===== src/acrb_consts.vh =====
// Function
// Global sample-mode bit: 0 interleaves the two cores, 1 samples both simultaneously.
// Per-channel 4-bit two's complement offset trim, +7 down to -8 codes.
// Per-channel output enable and separate output data invert controls.
// Per-channel 2-bit format: offset binary, two's complement, Gray, 11 reserved.
// Global reference scaling field setting full-scale range, default zero.
// Per-channel signature low byte read-only, default zero, writes ignored.
// Per-channel signature high byte read-only at next location, default zero.
// Per-channel 4-bit fine sampling delay, 0.075 ps steps, up to 1.125 ps.
// Shadowed program register writes act only when transfer is requested, all together.
// Writing 0x01 to transfer register updates shadows; the bit clears itself.
// Channel bits route local writes to one or both; both-set read returns channel one.
// Power-down field: 00 run, 01 full power-down, other codes reserved.
// Nonzero test-mode code replaces channel output with the chosen test pattern.
//
// Purpose: Register offsets, field positions and reset values of the config bank.
// Assumes: 8-bit address, 8-bit data, one access per cycle.
// Notes:   Definitions only.
`ifndef ACRB_CONSTS_VH
`define ACRB_CONSTS_VH
`define ACRB_A_INDEX     8'h05
`define ACRB_A_XFER      8'hFF
`define ACRB_A_POWER     8'h08
`define ACRB_A_CLOCK     8'h09
`define ACRB_A_TEST      8'h0D
`define ACRB_A_SELFTEST  8'h0E
`define ACRB_A_INPUT     8'h0F
`define ACRB_A_OFFSET    8'h10
`define ACRB_A_OUTFMT    8'h14
`define ACRB_A_OUTPHASE  8'h16
`define ACRB_A_REFSCALE  8'h18
`define ACRB_A_SIG_LO    8'h24
`define ACRB_A_SIG_HI    8'h25
`define ACRB_A_FINE      8'h37
`define ACRB_A_COARSE    8'h38
`define ACRB_R_INDEX     8'hFF
`define ACRB_R_XFER      8'hFF
`define ACRB_R_POWER     8'h00
`define ACRB_R_CLOCK     8'h09
`define ACRB_R_TEST      8'h00
`define ACRB_R_SELFTEST  8'h00
`define ACRB_R_INPUT     8'h02
`define ACRB_R_OFFSET    8'h00
`define ACRB_R_OUTFMT    8'h00
`define ACRB_R_OUTPHASE  8'h00
`define ACRB_R_REFSCALE  8'h00
`define ACRB_R_FINE      8'h00
`define ACRB_R_COARSE    8'h00
`define ACRB_XFER_CMD    8'h01
`define ACRB_XFER_IDLE   8'h00
`define ACRB_B_SMODE     4
`define ACRB_B_BOOST     1
`define ACRB_B_DCS       0
`define ACRB_B_OUTEN     6
`define ACRB_B_INVERT    2
`define ACRB_B_DISC      2
`define ACRB_B_CMEN      1
`define ACRB_B_STINIT    2
`define ACRB_B_STEN      0
`define ACRB_B_DCOINV    7
`define ACRB_PD_RUN      2'h0
`define ACRB_PD_FULL     2'h1
`define ACRB_FMT_OBIN    2'h0
`define ACRB_FMT_TWOS    2'h1
`define ACRB_FMT_GRAY    2'h2
`define ACRB_TM_OFF      3'h0
`define ACRB_TM_MID      3'h1
`define ACRB_TM_PFS      3'h2
`define ACRB_TM_NFS      3'h3
`define ACRB_TM_CHECK    3'h4
`define ACRB_TM_PN23     3'h5
`define ACRB_TM_PN9      3'h6
`define ACRB_TM_TOGGLE   3'h7
`endif


===== src/acrb_bank.v =====
// Purpose: Shadowed configuration register bank of a dual-core 8-bit converter.
// Assumes: A serial engine outside presents decoded one-cycle write and read strobes.
// Notes:   Local registers are duplicated per channel and steered by the index register.
`timescale 1ns/10ps
`default_nettype none
`include "acrb_consts.vh"

module acrb_bank #(
  parameter DW = 8
) (
  // Clock and reset.
  input  wire          sys_clk,
  input  wire          rst_n,
  // Register access from the serial engine.
  input  wire          wr_en,
  input  wire          rd_en,
  input  wire [7:0]    addr,
  input  wire [7:0]    wdata,
  output reg  [7:0]    rdata_q,
  // Self-test signature inputs from each channel.
  input  wire [15:0]   sig_ch1,
  input  wire [15:0]   sig_ch2,
  input  wire          sig_load,
  // Raw converter data per channel, offset binary.
  input  wire [DW-1:0] raw_ch1,
  input  wire [DW-1:0] raw_ch2,
  // Active configuration and data outputs.
  output wire          power_down,
  output wire          simultaneous,
  output wire          clock_boost,
  output wire          duty_stab,
  output wire          cm_input_en,
  output wire          dco_invert,
  output wire [4:0]    ref_scale,
  output wire [1:0]    disconnect,
  output wire [1:0]    selftest_en,
  output wire [1:0]    selftest_init,
  output wire [7:0]    fine_skew,
  output wire [7:0]    coarse_skew,
  output wire [1:0]    out_en,
  output reg  [DW-1:0] dout_ch1_q,
  output reg  [DW-1:0] dout_ch2_q
);

  // ---------------------------------------------------------------
  // Helper functions
  // ---------------------------------------------------------------

  // Offset binary to the selected format, then optional inversion.
  function [DW-1:0] fmt_conv;
    input [DW-1:0] d;
    input [1:0]    f;
    input          inv;
    reg   [DW-1:0] t;
    begin
      t = d;
      if (f == `ACRB_FMT_TWOS) begin
        t = {~d[DW-1], d[DW-2:0]};
      end else if (f == `ACRB_FMT_GRAY) begin
        t = d ^ (d >> 1);
      end
      fmt_conv = inv ? ~t : t;
    end
  endfunction

  // Test pattern for a code; PN patterns come from a shared LFSR.
  function [DW-1:0] tpat;
    input [2:0]    m;
    input          ph;
    input [22:0]   lf;
    begin
      case (m)
        `ACRB_TM_MID:    tpat = {1'b1, {(DW-1){1'b0}}};
        `ACRB_TM_PFS:    tpat = {DW{1'b1}};
        `ACRB_TM_NFS:    tpat = {DW{1'b0}};
        `ACRB_TM_CHECK:  tpat = ph ? {(DW/2){2'b10}} : {(DW/2){2'b01}};
        `ACRB_TM_PN23:   tpat = lf[DW-1:0];
        `ACRB_TM_PN9:    tpat = lf[DW+8:9];
        `ACRB_TM_TOGGLE: tpat = {DW{ph}};
        default:         tpat = {DW{1'b0}};
      endcase
    end
  endfunction

  // ---------------------------------------------------------------
  // Master (written) and slave (active) registers
  // ---------------------------------------------------------------
  reg [7:0]  index_q, xfer_q;
  reg [7:0]  m_power_q, m_clock_q, m_input_q, m_phase_q, m_ref_q, m_coarse_q;
  reg [7:0]  m_test_q [0:1];
  reg [7:0]  m_st_q   [0:1];
  reg [7:0]  m_off_q  [0:1];
  reg [7:0]  m_fmt_q  [0:1];
  reg [7:0]  m_fine_q [0:1];
  reg [7:0]  m_disc_q [0:1];
  reg [7:0]  s_power_q, s_clock_q, s_input_q, s_phase_q, s_ref_q, s_coarse_q;
  reg [7:0]  s_test_q [0:1];
  reg [7:0]  s_st_q   [0:1];
  reg [7:0]  s_off_q  [0:1];
  reg [7:0]  s_fmt_q  [0:1];
  reg [7:0]  s_fine_q [0:1];
  reg [7:0]  s_disc_q [0:1];
  reg [15:0] sig_q    [0:1];
  reg [22:0] lfsr_q;
  reg        ph_q;
  integer    i;

  wire xfer_go = wr_en && (addr == `ACRB_A_XFER) && (wdata == `ACRB_XFER_CMD);

  // Host writes land in master copies only, except index writes, which go straight to index_q; a local write goes to each selected channel.
  always @(posedge sys_clk) begin
    if (!rst_n) begin
      index_q    <= `ACRB_R_INDEX;
      m_power_q  <= `ACRB_R_POWER;
      m_clock_q  <= `ACRB_R_CLOCK;
      m_input_q  <= `ACRB_R_INPUT;
      m_phase_q  <= `ACRB_R_OUTPHASE;
      m_ref_q    <= `ACRB_R_REFSCALE;
      m_coarse_q <= `ACRB_R_COARSE;
      for (i = 0; i < 2; i = i + 1) begin
        m_test_q[i] <= `ACRB_R_TEST;
        m_st_q[i]   <= `ACRB_R_SELFTEST;
        m_off_q[i]  <= `ACRB_R_OFFSET;
        m_fmt_q[i]  <= `ACRB_R_OUTFMT;
        m_fine_q[i] <= `ACRB_R_FINE;
        m_disc_q[i] <= `ACRB_R_INPUT;
      end
    end else if (wr_en) begin
      if (addr == `ACRB_A_INDEX) begin
        index_q <= wdata;
      end else if (addr == `ACRB_A_POWER) begin
        m_power_q <= wdata;
      end else if (addr == `ACRB_A_CLOCK) begin
        m_clock_q <= wdata;
      end else if (addr == `ACRB_A_INPUT) begin
        m_input_q <= wdata;
      end else if (addr == `ACRB_A_OUTPHASE) begin
        m_phase_q <= wdata;
      end else if (addr == `ACRB_A_REFSCALE) begin
        m_ref_q <= wdata;
      end else if (addr == `ACRB_A_COARSE) begin
        m_coarse_q <= wdata;
      end
      for (i = 0; i < 2; i = i + 1) begin
        if (index_q[i]) begin
          if (addr == `ACRB_A_TEST) m_test_q[i] <= wdata;
          if (addr == `ACRB_A_SELFTEST) m_st_q[i] <= wdata;
          if (addr == `ACRB_A_OFFSET) m_off_q[i] <= wdata;
          if (addr == `ACRB_A_OUTFMT) m_fmt_q[i] <= wdata;
          if (addr == `ACRB_A_FINE) m_fine_q[i] <= wdata;
          if (addr == `ACRB_A_INPUT) m_disc_q[i] <= wdata;
        end
      end
    end
  end

  // Transfer: all slaves copy their masters in the same edge; the bit then reads clear.
  always @(posedge sys_clk) begin
    if (!rst_n) begin
      xfer_q     <= `ACRB_R_XFER;
      s_power_q  <= `ACRB_R_POWER;
      s_clock_q  <= `ACRB_R_CLOCK;
      s_input_q  <= `ACRB_R_INPUT;
      s_phase_q  <= `ACRB_R_OUTPHASE;
      s_ref_q    <= `ACRB_R_REFSCALE;
      s_coarse_q <= `ACRB_R_COARSE;
      for (i = 0; i < 2; i = i + 1) begin
        s_test_q[i] <= `ACRB_R_TEST;
        s_st_q[i]   <= `ACRB_R_SELFTEST;
        s_off_q[i]  <= `ACRB_R_OFFSET;
        s_fmt_q[i]  <= `ACRB_R_OUTFMT;
        s_fine_q[i] <= `ACRB_R_FINE;
        s_disc_q[i] <= `ACRB_R_INPUT;
      end
    end else if (xfer_go) begin
      xfer_q     <= `ACRB_XFER_IDLE;
      s_power_q  <= m_power_q;
      s_clock_q  <= m_clock_q;
      s_input_q  <= m_input_q;
      s_phase_q  <= m_phase_q;
      s_ref_q    <= m_ref_q;
      s_coarse_q <= m_coarse_q;
      for (i = 0; i < 2; i = i + 1) begin
        s_test_q[i] <= m_test_q[i];
        s_st_q[i]   <= m_st_q[i];
        s_off_q[i]  <= m_off_q[i];
        s_fmt_q[i]  <= m_fmt_q[i];
        s_fine_q[i] <= m_fine_q[i];
        s_disc_q[i] <= m_disc_q[i];
      end
    end else if (wr_en && addr == `ACRB_A_XFER) begin
      xfer_q <= `ACRB_XFER_IDLE;
    end
  end

  // Signatures are loaded only by the self-test logic, never by host writes.
  always @(posedge sys_clk) begin
    if (!rst_n) begin
      sig_q[0] <= 16'h0000;
      sig_q[1] <= 16'h0000;
    end else if (sig_load) begin
      sig_q[0] <= sig_ch1;
      sig_q[1] <= sig_ch2;
    end
  end

  // ---------------------------------------------------------------
  // Read path
  // ---------------------------------------------------------------

  // Channel one wins whenever its select bit is set, covering the both-set case.
  wire       rc = index_q[0] ? 1'b0 : (index_q[1] ? 1'b1 : 1'b0);
  always @(posedge sys_clk) begin
    if (!rst_n) begin
      rdata_q <= 8'h00;
    end else if (rd_en) begin
      if (addr == `ACRB_A_INDEX) rdata_q <= index_q;
      else if (addr == `ACRB_A_XFER) rdata_q <= xfer_q;
      else if (addr == `ACRB_A_POWER) rdata_q <= m_power_q;
      else if (addr == `ACRB_A_CLOCK) rdata_q <= m_clock_q;
      else if (addr == `ACRB_A_TEST) rdata_q <= m_test_q[rc];
      else if (addr == `ACRB_A_SELFTEST) rdata_q <= m_st_q[rc];
      else if (addr == `ACRB_A_INPUT)
        rdata_q <= {5'h00, m_disc_q[rc][`ACRB_B_DISC], m_input_q[`ACRB_B_CMEN], 1'b0};
      else if (addr == `ACRB_A_OFFSET) rdata_q <= m_off_q[rc];
      else if (addr == `ACRB_A_OUTFMT) rdata_q <= m_fmt_q[rc];
      else if (addr == `ACRB_A_OUTPHASE) rdata_q <= m_phase_q;
      else if (addr == `ACRB_A_REFSCALE) rdata_q <= m_ref_q;
      else if (addr == `ACRB_A_SIG_LO) rdata_q <= sig_q[rc][7:0];
      else if (addr == `ACRB_A_SIG_HI) rdata_q <= sig_q[rc][15:8];
      else if (addr == `ACRB_A_FINE) rdata_q <= m_fine_q[rc];
      else if (addr == `ACRB_A_COARSE) rdata_q <= m_coarse_q;
      else rdata_q <= 8'h00;
    end
  end

  // ---------------------------------------------------------------
  // Active controls
  // ---------------------------------------------------------------
  assign power_down    = (s_power_q[1:0] == `ACRB_PD_FULL);
  assign simultaneous  = s_clock_q[`ACRB_B_SMODE];
  assign clock_boost   = s_clock_q[`ACRB_B_BOOST];
  assign duty_stab     = s_clock_q[`ACRB_B_DCS];
  assign cm_input_en   = s_input_q[`ACRB_B_CMEN];
  assign dco_invert    = s_phase_q[`ACRB_B_DCOINV];
  assign ref_scale     = s_ref_q[4:0];
  assign disconnect    = {s_disc_q[1][`ACRB_B_DISC], s_disc_q[0][`ACRB_B_DISC]};
  assign selftest_en   = {s_st_q[1][`ACRB_B_STEN], s_st_q[0][`ACRB_B_STEN]};
  assign selftest_init = {s_st_q[1][`ACRB_B_STINIT], s_st_q[0][`ACRB_B_STINIT]};
  assign fine_skew     = {s_fine_q[1][3:0], s_fine_q[0][3:0]};
  assign coarse_skew   = s_coarse_q;
  assign out_en        = {s_fmt_q[1][`ACRB_B_OUTEN], s_fmt_q[0][`ACRB_B_OUTEN]};

  // ---------------------------------------------------------------
  // Output data path
  // ---------------------------------------------------------------

  // Offset trim saturates instead of wrapping, so full-scale codes never flip.
  function [DW-1:0] trim;
    input [DW-1:0] d;
    input [3:0]    o;
    reg   [DW+1:0] s;
    begin
      s = {2'b00, d} + {{(DW-2){o[3]}}, o};
      if (s[DW+1]) trim = {DW{1'b0}};
      else if (s[DW]) trim = {DW{1'b1}};
      else trim = s[DW-1:0];
    end
  endfunction

  // Shared pattern sources; one LFSR keeps the area small at the cost of correlated PN data.
  always @(posedge sys_clk) begin
    if (!rst_n) begin
      lfsr_q <= 23'h7FFFFF;
      ph_q   <= 1'b0;
    end else begin
      lfsr_q <= {lfsr_q[21:0], lfsr_q[22] ^ lfsr_q[17]};
      ph_q   <= ~ph_q;
    end
  end

  // Registered data outputs: test pattern, or trimmed and formatted data; zero when disabled.
  always @(posedge sys_clk) begin
    if (!rst_n) begin
      dout_ch1_q <= {DW{1'b0}};
      dout_ch2_q <= {DW{1'b0}};
    end else begin
      if (!out_en[0]) dout_ch1_q <= {DW{1'b0}};
      else if (s_test_q[0][2:0] != `ACRB_TM_OFF)
        dout_ch1_q <= tpat(s_test_q[0][2:0], ph_q, lfsr_q);
      else dout_ch1_q <= fmt_conv(trim(raw_ch1, s_off_q[0][3:0]),
                                  s_fmt_q[0][1:0], s_fmt_q[0][`ACRB_B_INVERT]);
      if (!out_en[1]) dout_ch2_q <= {DW{1'b0}};
      else if (s_test_q[1][2:0] != `ACRB_TM_OFF)
        dout_ch2_q <= tpat(s_test_q[1][2:0], ph_q, lfsr_q);
      else dout_ch2_q <= fmt_conv(trim(raw_ch2, s_off_q[1][3:0]),
                                  s_fmt_q[1][1:0], s_fmt_q[1][`ACRB_B_INVERT]);
    end
  end

endmodule // acrb_bank
`default_nettype wire


===== config.mk =====
export PLATFORM = sky130hd
export DESIGN_NAME = acrb_bank
export DESIGN_NICKNAME = d
export VERILOG_FILES = /design/src/acrb_bank.v
export VERILOG_INCLUDE_DIRS = /design/src
export SDC_FILE = /design/constraint.sdc
export NUM_CORES = 1
export LEC_CHECK = 0
export BUFFER_PORTS_ARGS = -buffer_cell sky130_fd_sc_hd__clkbuf_2
export CAP_MARGIN = 30
export CORE_UTILIZATION = 30
export CTS_BUF_LIST = sky130_fd_sc_hd__clkbuf_8
export DETAILED_ROUTE_END_ITERATION = 12
export PLACE_DENSITY_LB_ADDON = 0.08
export SLEW_MARGIN = 20
export SYNTH_ARGS = -nofsm -noshare
export SYNTH_HDL_FRONTEND = slang
export SYNTH_SLANG_ARGS = --single-unit

===== constraint.sdc =====
create_clock -name sys_clk -period 4.8 [get_ports sys_clk]
set_input_delay 0.24 -clock sys_clk [delete_from_list [all_inputs] [get_ports sys_clk]]
set_output_delay 0.24 -clock sys_clk [all_outputs]
set_load 0.005 [all_outputs]

==> impl_metrics.toml, run 1 <==
[grt]
grt_pass1_vias = 10630
grt_pass1_wl_mm = 64.87
antenna_found_initial = 0
grt_busiest_layer = "met2"
overflow = 0
grtUsageMet3_pct = 3.603
met2_usage_pct = 29.21
met1_usage_pct = 26.42
track_usage_pct = 18.95
grt_max_degree = 84

[sta]
worst_slew_pin_slew_ns = 0.8841
grt_setup_unrepaired = "no"
slew_violations = 0
fin_worst_skew_ns = 0.02663
timing.fmax_mhz = 323.5
slew-limit-headroom_pct = 40.67
layout_min_cycle_time_ns = 3.092
setup_viol = 0
tns_ns = 0
finalHoldViolations = 0
post-route-period-util_pct = 64.41

[placement]
hpwl_mm = 30.50
io_buffers = 127
dpl.cell_count = 2011
gp_congestion = 0.8204

[yosys]
syn_area_um2 = 13470
synth_ff_type = "edfxtp_1"
synth_area_per_cell_um2 = 9.916
synth_area_leaders = "edfxtp_1 33%, dfxtp_1 18%, nand2_1 5.5%, mux2i_1 5.1%, and3_1 3.9%"
async_flop_share_pct = 0
synthCells = 1358
yosysMostFrequentCell = "nand2_1"
syn_nets = 1447
synth_seq_area_share_pct = 50.99
netlist_top_cells_count = "196 x nand2_1, 150 x edfxtp_1, 118 x dfxtp_1, 85 x and3_1, 69 x mux2i_1"
synth_largest_area_cell = "edfxtp_1"
synth_edf_count = 150
ys_ff_latch = 268
synth_top_area_share_pct = 33.45
synthDistinctLibCells = 87
yosys_warnings = 0

[critical_path]
rrSetupSlack_ns = 1.71
cp_num_buf_inv = 1
rr_startpoint = "s_off_q[0][8]$_SDFFCE_PN0P_"
worst-path-max-fanout = 8
max_stage_delay_ns = 0.45
crit_path_end_kind = "flip-flop"
path_cells = "ha_1 -> fa_1 -> a211oi_1 -> o21ai_1 -> a21oi_1 -> xnor2_1 -> buf_4 -> a211oi_1 -> a2111oi_1 -> xnor2_1 -> o22ai_1"
reg2reg_depth = 11
cp_data_arrival_time_ns = 3.57
cp_slowest_cell = "a2111oi_1"
r2r_end = "dout_ch2_q[2]$_SDFF_PN0_"
required_ns = 5.27
crit_family = "compound AO/OA/AOI/OAI gates"
path_class = "flip-flop to flip-flop"
cp-start-kind = "flip-flop"

[drt]
wl_per_cell_um = 20.16
viasPerCell = 5.076
routed_wirelength_mm = 43.13
drt_iter0_drc = 796
via_count = 10860
first_pass_iters = 5
drc = 0
drtAntennaViolNets = 0

[floorplanning]
die_area_um2 = 45740
start_util_pct = 30.45
ios = 128
die_w_um = 213.9
die_h_um = 213.9
core_area_um2 = 44220
fp-row-count = 77

[hold_path]
holdPathStages = 2
holdCritPathClass = "input pin to flip-flop"
min_from = "rst_n"
holdPathEnd = "lfsr_q[3]$_SDFF_PN1_"

[finish]
drive_gt1_share_pct = 15.38
insertedDiodeCount = 0
finalNonFillerCells = 2139
multi_input_area_um2 = 6187
area_growth_pct = 18.38
ff_latch_area_um2 = 6867
fill_cells = 4567
nNetsFinal = 1595

[flow_run]
drv_cap = 0

[cts]
cts.path.max_buffers = 3
cts_root_buf = "clkbuf_8"
cts_tree = "done"
cts.sinks = 268
clk_latency_ns = 0.62
cts_made_buffers = 49
clkTransAtPathRegs_ns = 0.06
htreeDepth = 2

[pwr]
ir_worst_vdd_v = 0.0001795
p_leak_nw = 6.533
power_density_nw_per_um2 = 321.7

[run_status]
outcome = "finished clean"
==> where the power goes <==
part           switching [mW]  internal [mW]
Combinational           0.299          0.197
Clock                   0.984           1.12
Sequential             0.0445           2.48
==> cells by family (layout without fill, tap and decap cells) <==
kind of cell             Yosys count  after routing  synth area share (%)
AO/OA/AOI/OAI                    295            295                 14.49
XOR/XNOR                          30             30                 1.951
adder cells (fa/ha/maj)           20             20                 1.970
buffers and inverters            106            295                 3.234
flip-flops                       268            268                 50.99
multiplexers                      71             71                 5.296
AND/OR/NAND/NOR                  568            568                 22.07
==> worst max path at each step <==
stage | from | depth (start not counted) | end | slack, ns
5_1_grt | s_off_q[0][8]$_SDFFCE_PN0P_ | 11 | dout_ch2_q[2]$_SDFF_PN0_ | 1.47
3_5_place_dp | s_off_q[0][11]$_SDFFCE_PN0P_ | 9 | dout_ch2_q[6]$_SDFF_PN0_ | 1.66
2_1_floorplan | addr[4] | 7 | s_disc_q[0][10]$_SDFFCE_PN0P_ | 1.84
3_3_place_gp | s_off_q[0][11]$_SDFFCE_PN0P_ | 9 | dout_ch2_q[4]$_SDFF_PN0_ | 1.67
4_1_cts | s_off_q[0][11]$_SDFFCE_PN0P_ | 9 | dout_ch2_q[6]$_SDFF_PN0_ | 1.62
6_report | s_off_q[0][8]$_SDFFCE_PN0P_ | 11 | dout_ch2_q[2]$_SDFF_PN0_ | 1.71
==> timing repair <==
action / CTS / global route
hold buffers: 33 / 0
buffers inserted: 0 / 0
hold endpoints to repair: 33 / 0
gates resized for setup: 0 / 0
==> placed cells by master, fill, tap and decap left out, drive strengths merged, types with 36 or more instances in the layout <==
cell	instances
o21ai	74
dfxtp	118
and3	86
mux2i	69
nand2	197
edfxtp	150
inv	47
nor2	68
clkbuf	180
a21oi	53
nor2b	60
and2	36
==> state kept, by name, summed over array words and instances (netlist names), 16 cells and up <==
| name | count |
|---|---|
| lfsr_q | 23 |
| m_fine_q | 16 |
| m_fmt_q | 16 |
| m_off_q | 16 |
| m_st_q | 16 |
| m_test_q | 16 |
| sig_q | 32 |
==> metal layers <==
layer	wire length [um]	vias to the layer above
met1	20310	5231
met2	19470	291
met4	1092	0
met5	0	-
met3	2258	69
li1	-	5267
==> final cells by class <==
cell class | count | share of cell area (%)
clock buffers | 53 | 4.576
clock inverters | 39 | 1.279
repair buffers | 184 | 7.159
well taps | 592 | 4.647
inverters | 19 | 0.4474
flip-flops and latches | 268 | 43.08
multi-input cells | 984 | 38.81
==> metrics by stage <==
step / area, um2 / util (%) / power [mW] / setup slack (ns) / hold slack [ns]
final: 15940 / 36.05 / 5.127 / 1.708 / 0.06085
after global placement: 14650 / 33.14 / 3.058 / 1.672 / 0.3929
after detailed placement: 14660 / 33.15 / 3.057 / 1.657 / 0.3967
after CTS: 15920 / 36.01 / 5.215 / 1.625 / 0.007578
after floorplan: 13470 / - / 2.875 / 1.840 / 0.3375
after global routing: 15940 / 36.05 / 5.351 / 1.473 / 0.05095
Power figures use the tool's default switching activity.
==> run 2, diff against run 1 <==
==> constraint.sdc (replaced) <==
create_clock -name sys_clk -period 2.65 [get_ports sys_clk]
set_input_delay 0.1325 -clock sys_clk [delete_from_list [all_inputs] [get_ports sys_clk]]
set_output_delay 0.1325 -clock sys_clk [all_outputs]
set_load 0.005 [all_outputs]
==> run 2 against run 1 <==
The run now ends with negative setup slack left. Via count up 3.4%. Count of clock-buffer cells in the layout is 6 higher. Non-clock buffer count up 127. Routed wire length up 1.8%. First-iteration DRC count fell by 14%. Clock skew rose by 0.0029 ns. Die area is the same. Combinational power rose by 140%. Power grew 89%. Critical path type unchanged.
==> impl_metrics.toml, run 2 (same netlist as run 1, synthesis figures left out) <==
[run_status]
violations = "negative setup slack"
outcome = "complete, but fails checks"

[flow_run]
drv_cap = 0

[grt]
grt_pass1_vias = 11080
grt_pass1_wl_mm = 66.68
overflow = 0
grt_max_degree = 82
antenna_found_initial = 0
track_usage_pct = 19.30

[finish]
nNetsFinal = 1723
largest_reg_flops = 32
drive_gt1_share_pct = 24.18
final_util_pct = 39.37
layout_common_cells = "195 x nand2_1, 150 x edfxtp_1, 126 x clkbuf_2, 126 x buf_4, 118 x dfxtp_1"
final_common_cell = "nand2_1"
area_growth_pct = 29.28
fill_cells = 4471
fin_area_um2 = 17410
top_register = "sig_q"
largestRegisters = "sig_q: 32 flops, lfsr_q: 23 flops"
finalNonFillerCells = 2268

[floorplanning]
die_area_um2 = 45740
core_area_um2 = 44220
start_util_pct = 30.45
die_h_um = 213.9
die_w_um = 213.9
ios = 128
fp-row-count = 77

[critical_path]
crit_family = "simple AND/OR/NAND/NOR gates"
required_ns = 3.14
r2r_end = "dout_ch1_q[4]$_SDFF_PN0_"
reg2reg_depth = 10
cp_data_arrival_time_ns = 3.26
cp_num_buf_inv = 1
cp_slowest_cell = "or4_4"
path_class = "flip-flop to flip-flop"
crit_path_end_kind = "flip-flop"
worst-path-max-fanout = 8
rrSetupSlack_ns = -0.12
path_cells = "buf_6 -> ha_4 -> and3_4 -> a211oi_4 -> or4_4 -> nand3_4 -> o21ai_1 -> a221o_1 -> mux2i_1 -> or3_1"
rr_startpoint = "s_off_q[0][3]$_SDFFCE_PN0P_"
max_stage_delay_ns = 0.54
cp-start-kind = "flip-flop"

[pwr]
p_total_mw = 9.681
ir_worst_vdd_v = 0.0003119
power_density_nw_per_um2 = 556.1
p_leak_nw = 7.229

[sta]
setup_viol = 6
slew-limit-headroom_pct = 30.01
timing.fmax_mhz = 361.6
post-route-period-util_pct = 104.4
tns_ns = -0.3768
setup_ws_ns = -0.1153
worst_slew_pin_slew_ns = 1.048
grt_setup_unrepaired = "yes"
slew_violations = 0
layout_min_cycle_time_ns = 2.765
fin_worst_skew_ns = 0.02949
holdWs_ns = 0.1439
finalHoldViolations = 0

[placement]
dpl.cell_count = 2119
dpl-instance-area_um2 = 15530
gp_congestion = 0.8091
io_buffers = 127
hpwl_mm = 31.57
place_ws_ns = -0.2394

[hold_path]
holdPathEnd = "sig_q[0][8]$_SDFFCE_PN0P_"
holdCritPathClass = "input pin to flip-flop"
holdPathStages = 3
min_from = "sig_load"

[cts]
clk_latency_ns = 0.62
cts.sinks = 268
cts_root_buf = "clkbuf_8"
htreeDepth = 2
cts.path.max_buffers = 3
cts_tree = "done"
cts_made_buffers = 50
clkTransAtPathRegs_ns = 0.07

[drt]
via_count = 11230
drtAntennaViolNets = 0
wl_per_cell_um = 19.37
viasPerCell = 4.950
drc = 0
drt_iter0_drc = 687
routed_wirelength_mm = 43.92
first_pass_iters = 5
==> run 2: what timing repair did <==
| item | CTS | global route |
|---|---|---|
| endpoints found under the hold margin | 71 | 0 |
| buffers inserted | 5 | 5 |
| pin swaps | 13 | 31 |
| gates resized for setup | 29 | 37 |
| hold buffers | 44 | 0 |
| setup endpoints to repair | 15 | 16 |
==> run 2: tightest hold or removal path: stages <==
cell	delay [ns]
clkbuf_2	0.08
buf_4	0.24
and3_1	0.19
==> run 2: how the worst max path moves through the flow <==
stage / startpoint / slack, ns / cells past startpoint / endpoint
2_1_floorplan: s_off_q[0][3]$_SDFFCE_PN0P_ / -0.19 / 9 / dout_ch1_q[4]$_SDFF_PN0_
3_3_place_gp: s_off_q[0][8]$_SDFFCE_PN0P_ / -0.18 / 10 / dout_ch2_q[6]$_SDFF_PN0_
3_5_place_dp: s_off_q[0][3]$_SDFFCE_PN0P_ / -0.24 / 9 / dout_ch1_q[4]$_SDFF_PN0_
4_1_cts: s_off_q[0][3]$_SDFFCE_PN0P_ / -0.18 / 9 / dout_ch1_q[4]$_SDFF_PN0_
5_1_grt: s_off_q[0][3]$_SDFFCE_PN0P_ / -0.26 / 10 / dout_ch1_q[4]$_SDFF_PN0_
6_report: s_off_q[0][3]$_SDFFCE_PN0P_ / -0.12 / 10 / dout_ch1_q[4]$_SDFF_PN0_
==> run 2: final cells by class <==
type / instances / area, um2 / share of cell area [%]
Clock inverter: 34 / 166.4 / 0.9559
Antenna cell: 1 / 2.502 / 0.01438
Timing Repair Buffer: 311 / 2223 / 12.77
Tap cell: 592 / 740.7 / 4.255
Sequential cell: 268 / 6867 / 39.45
Clock buffer: 59 / 812.0 / 4.665
Multi-Input combinational cell: 984 / 6525 / 37.48
Inverter: 19 / 71.32 / 0.4097
==> run 2: power by group <==
part	internal (mW)	total (mW)	switching, mW
sequential	4.50	4.56	0.0596
combinational	0.536	1.17	0.636
clock	2.11	3.95	1.84
==> run 2: per-layer routing <==
metal	wire [um]	vias up	global-route usage, %
met4	799	0	4.754
met2	20770	239	31.56
met5	0	-	0
met1	20360	5421	26.23
met3	1994	56	3.530
li1	-	5511	-
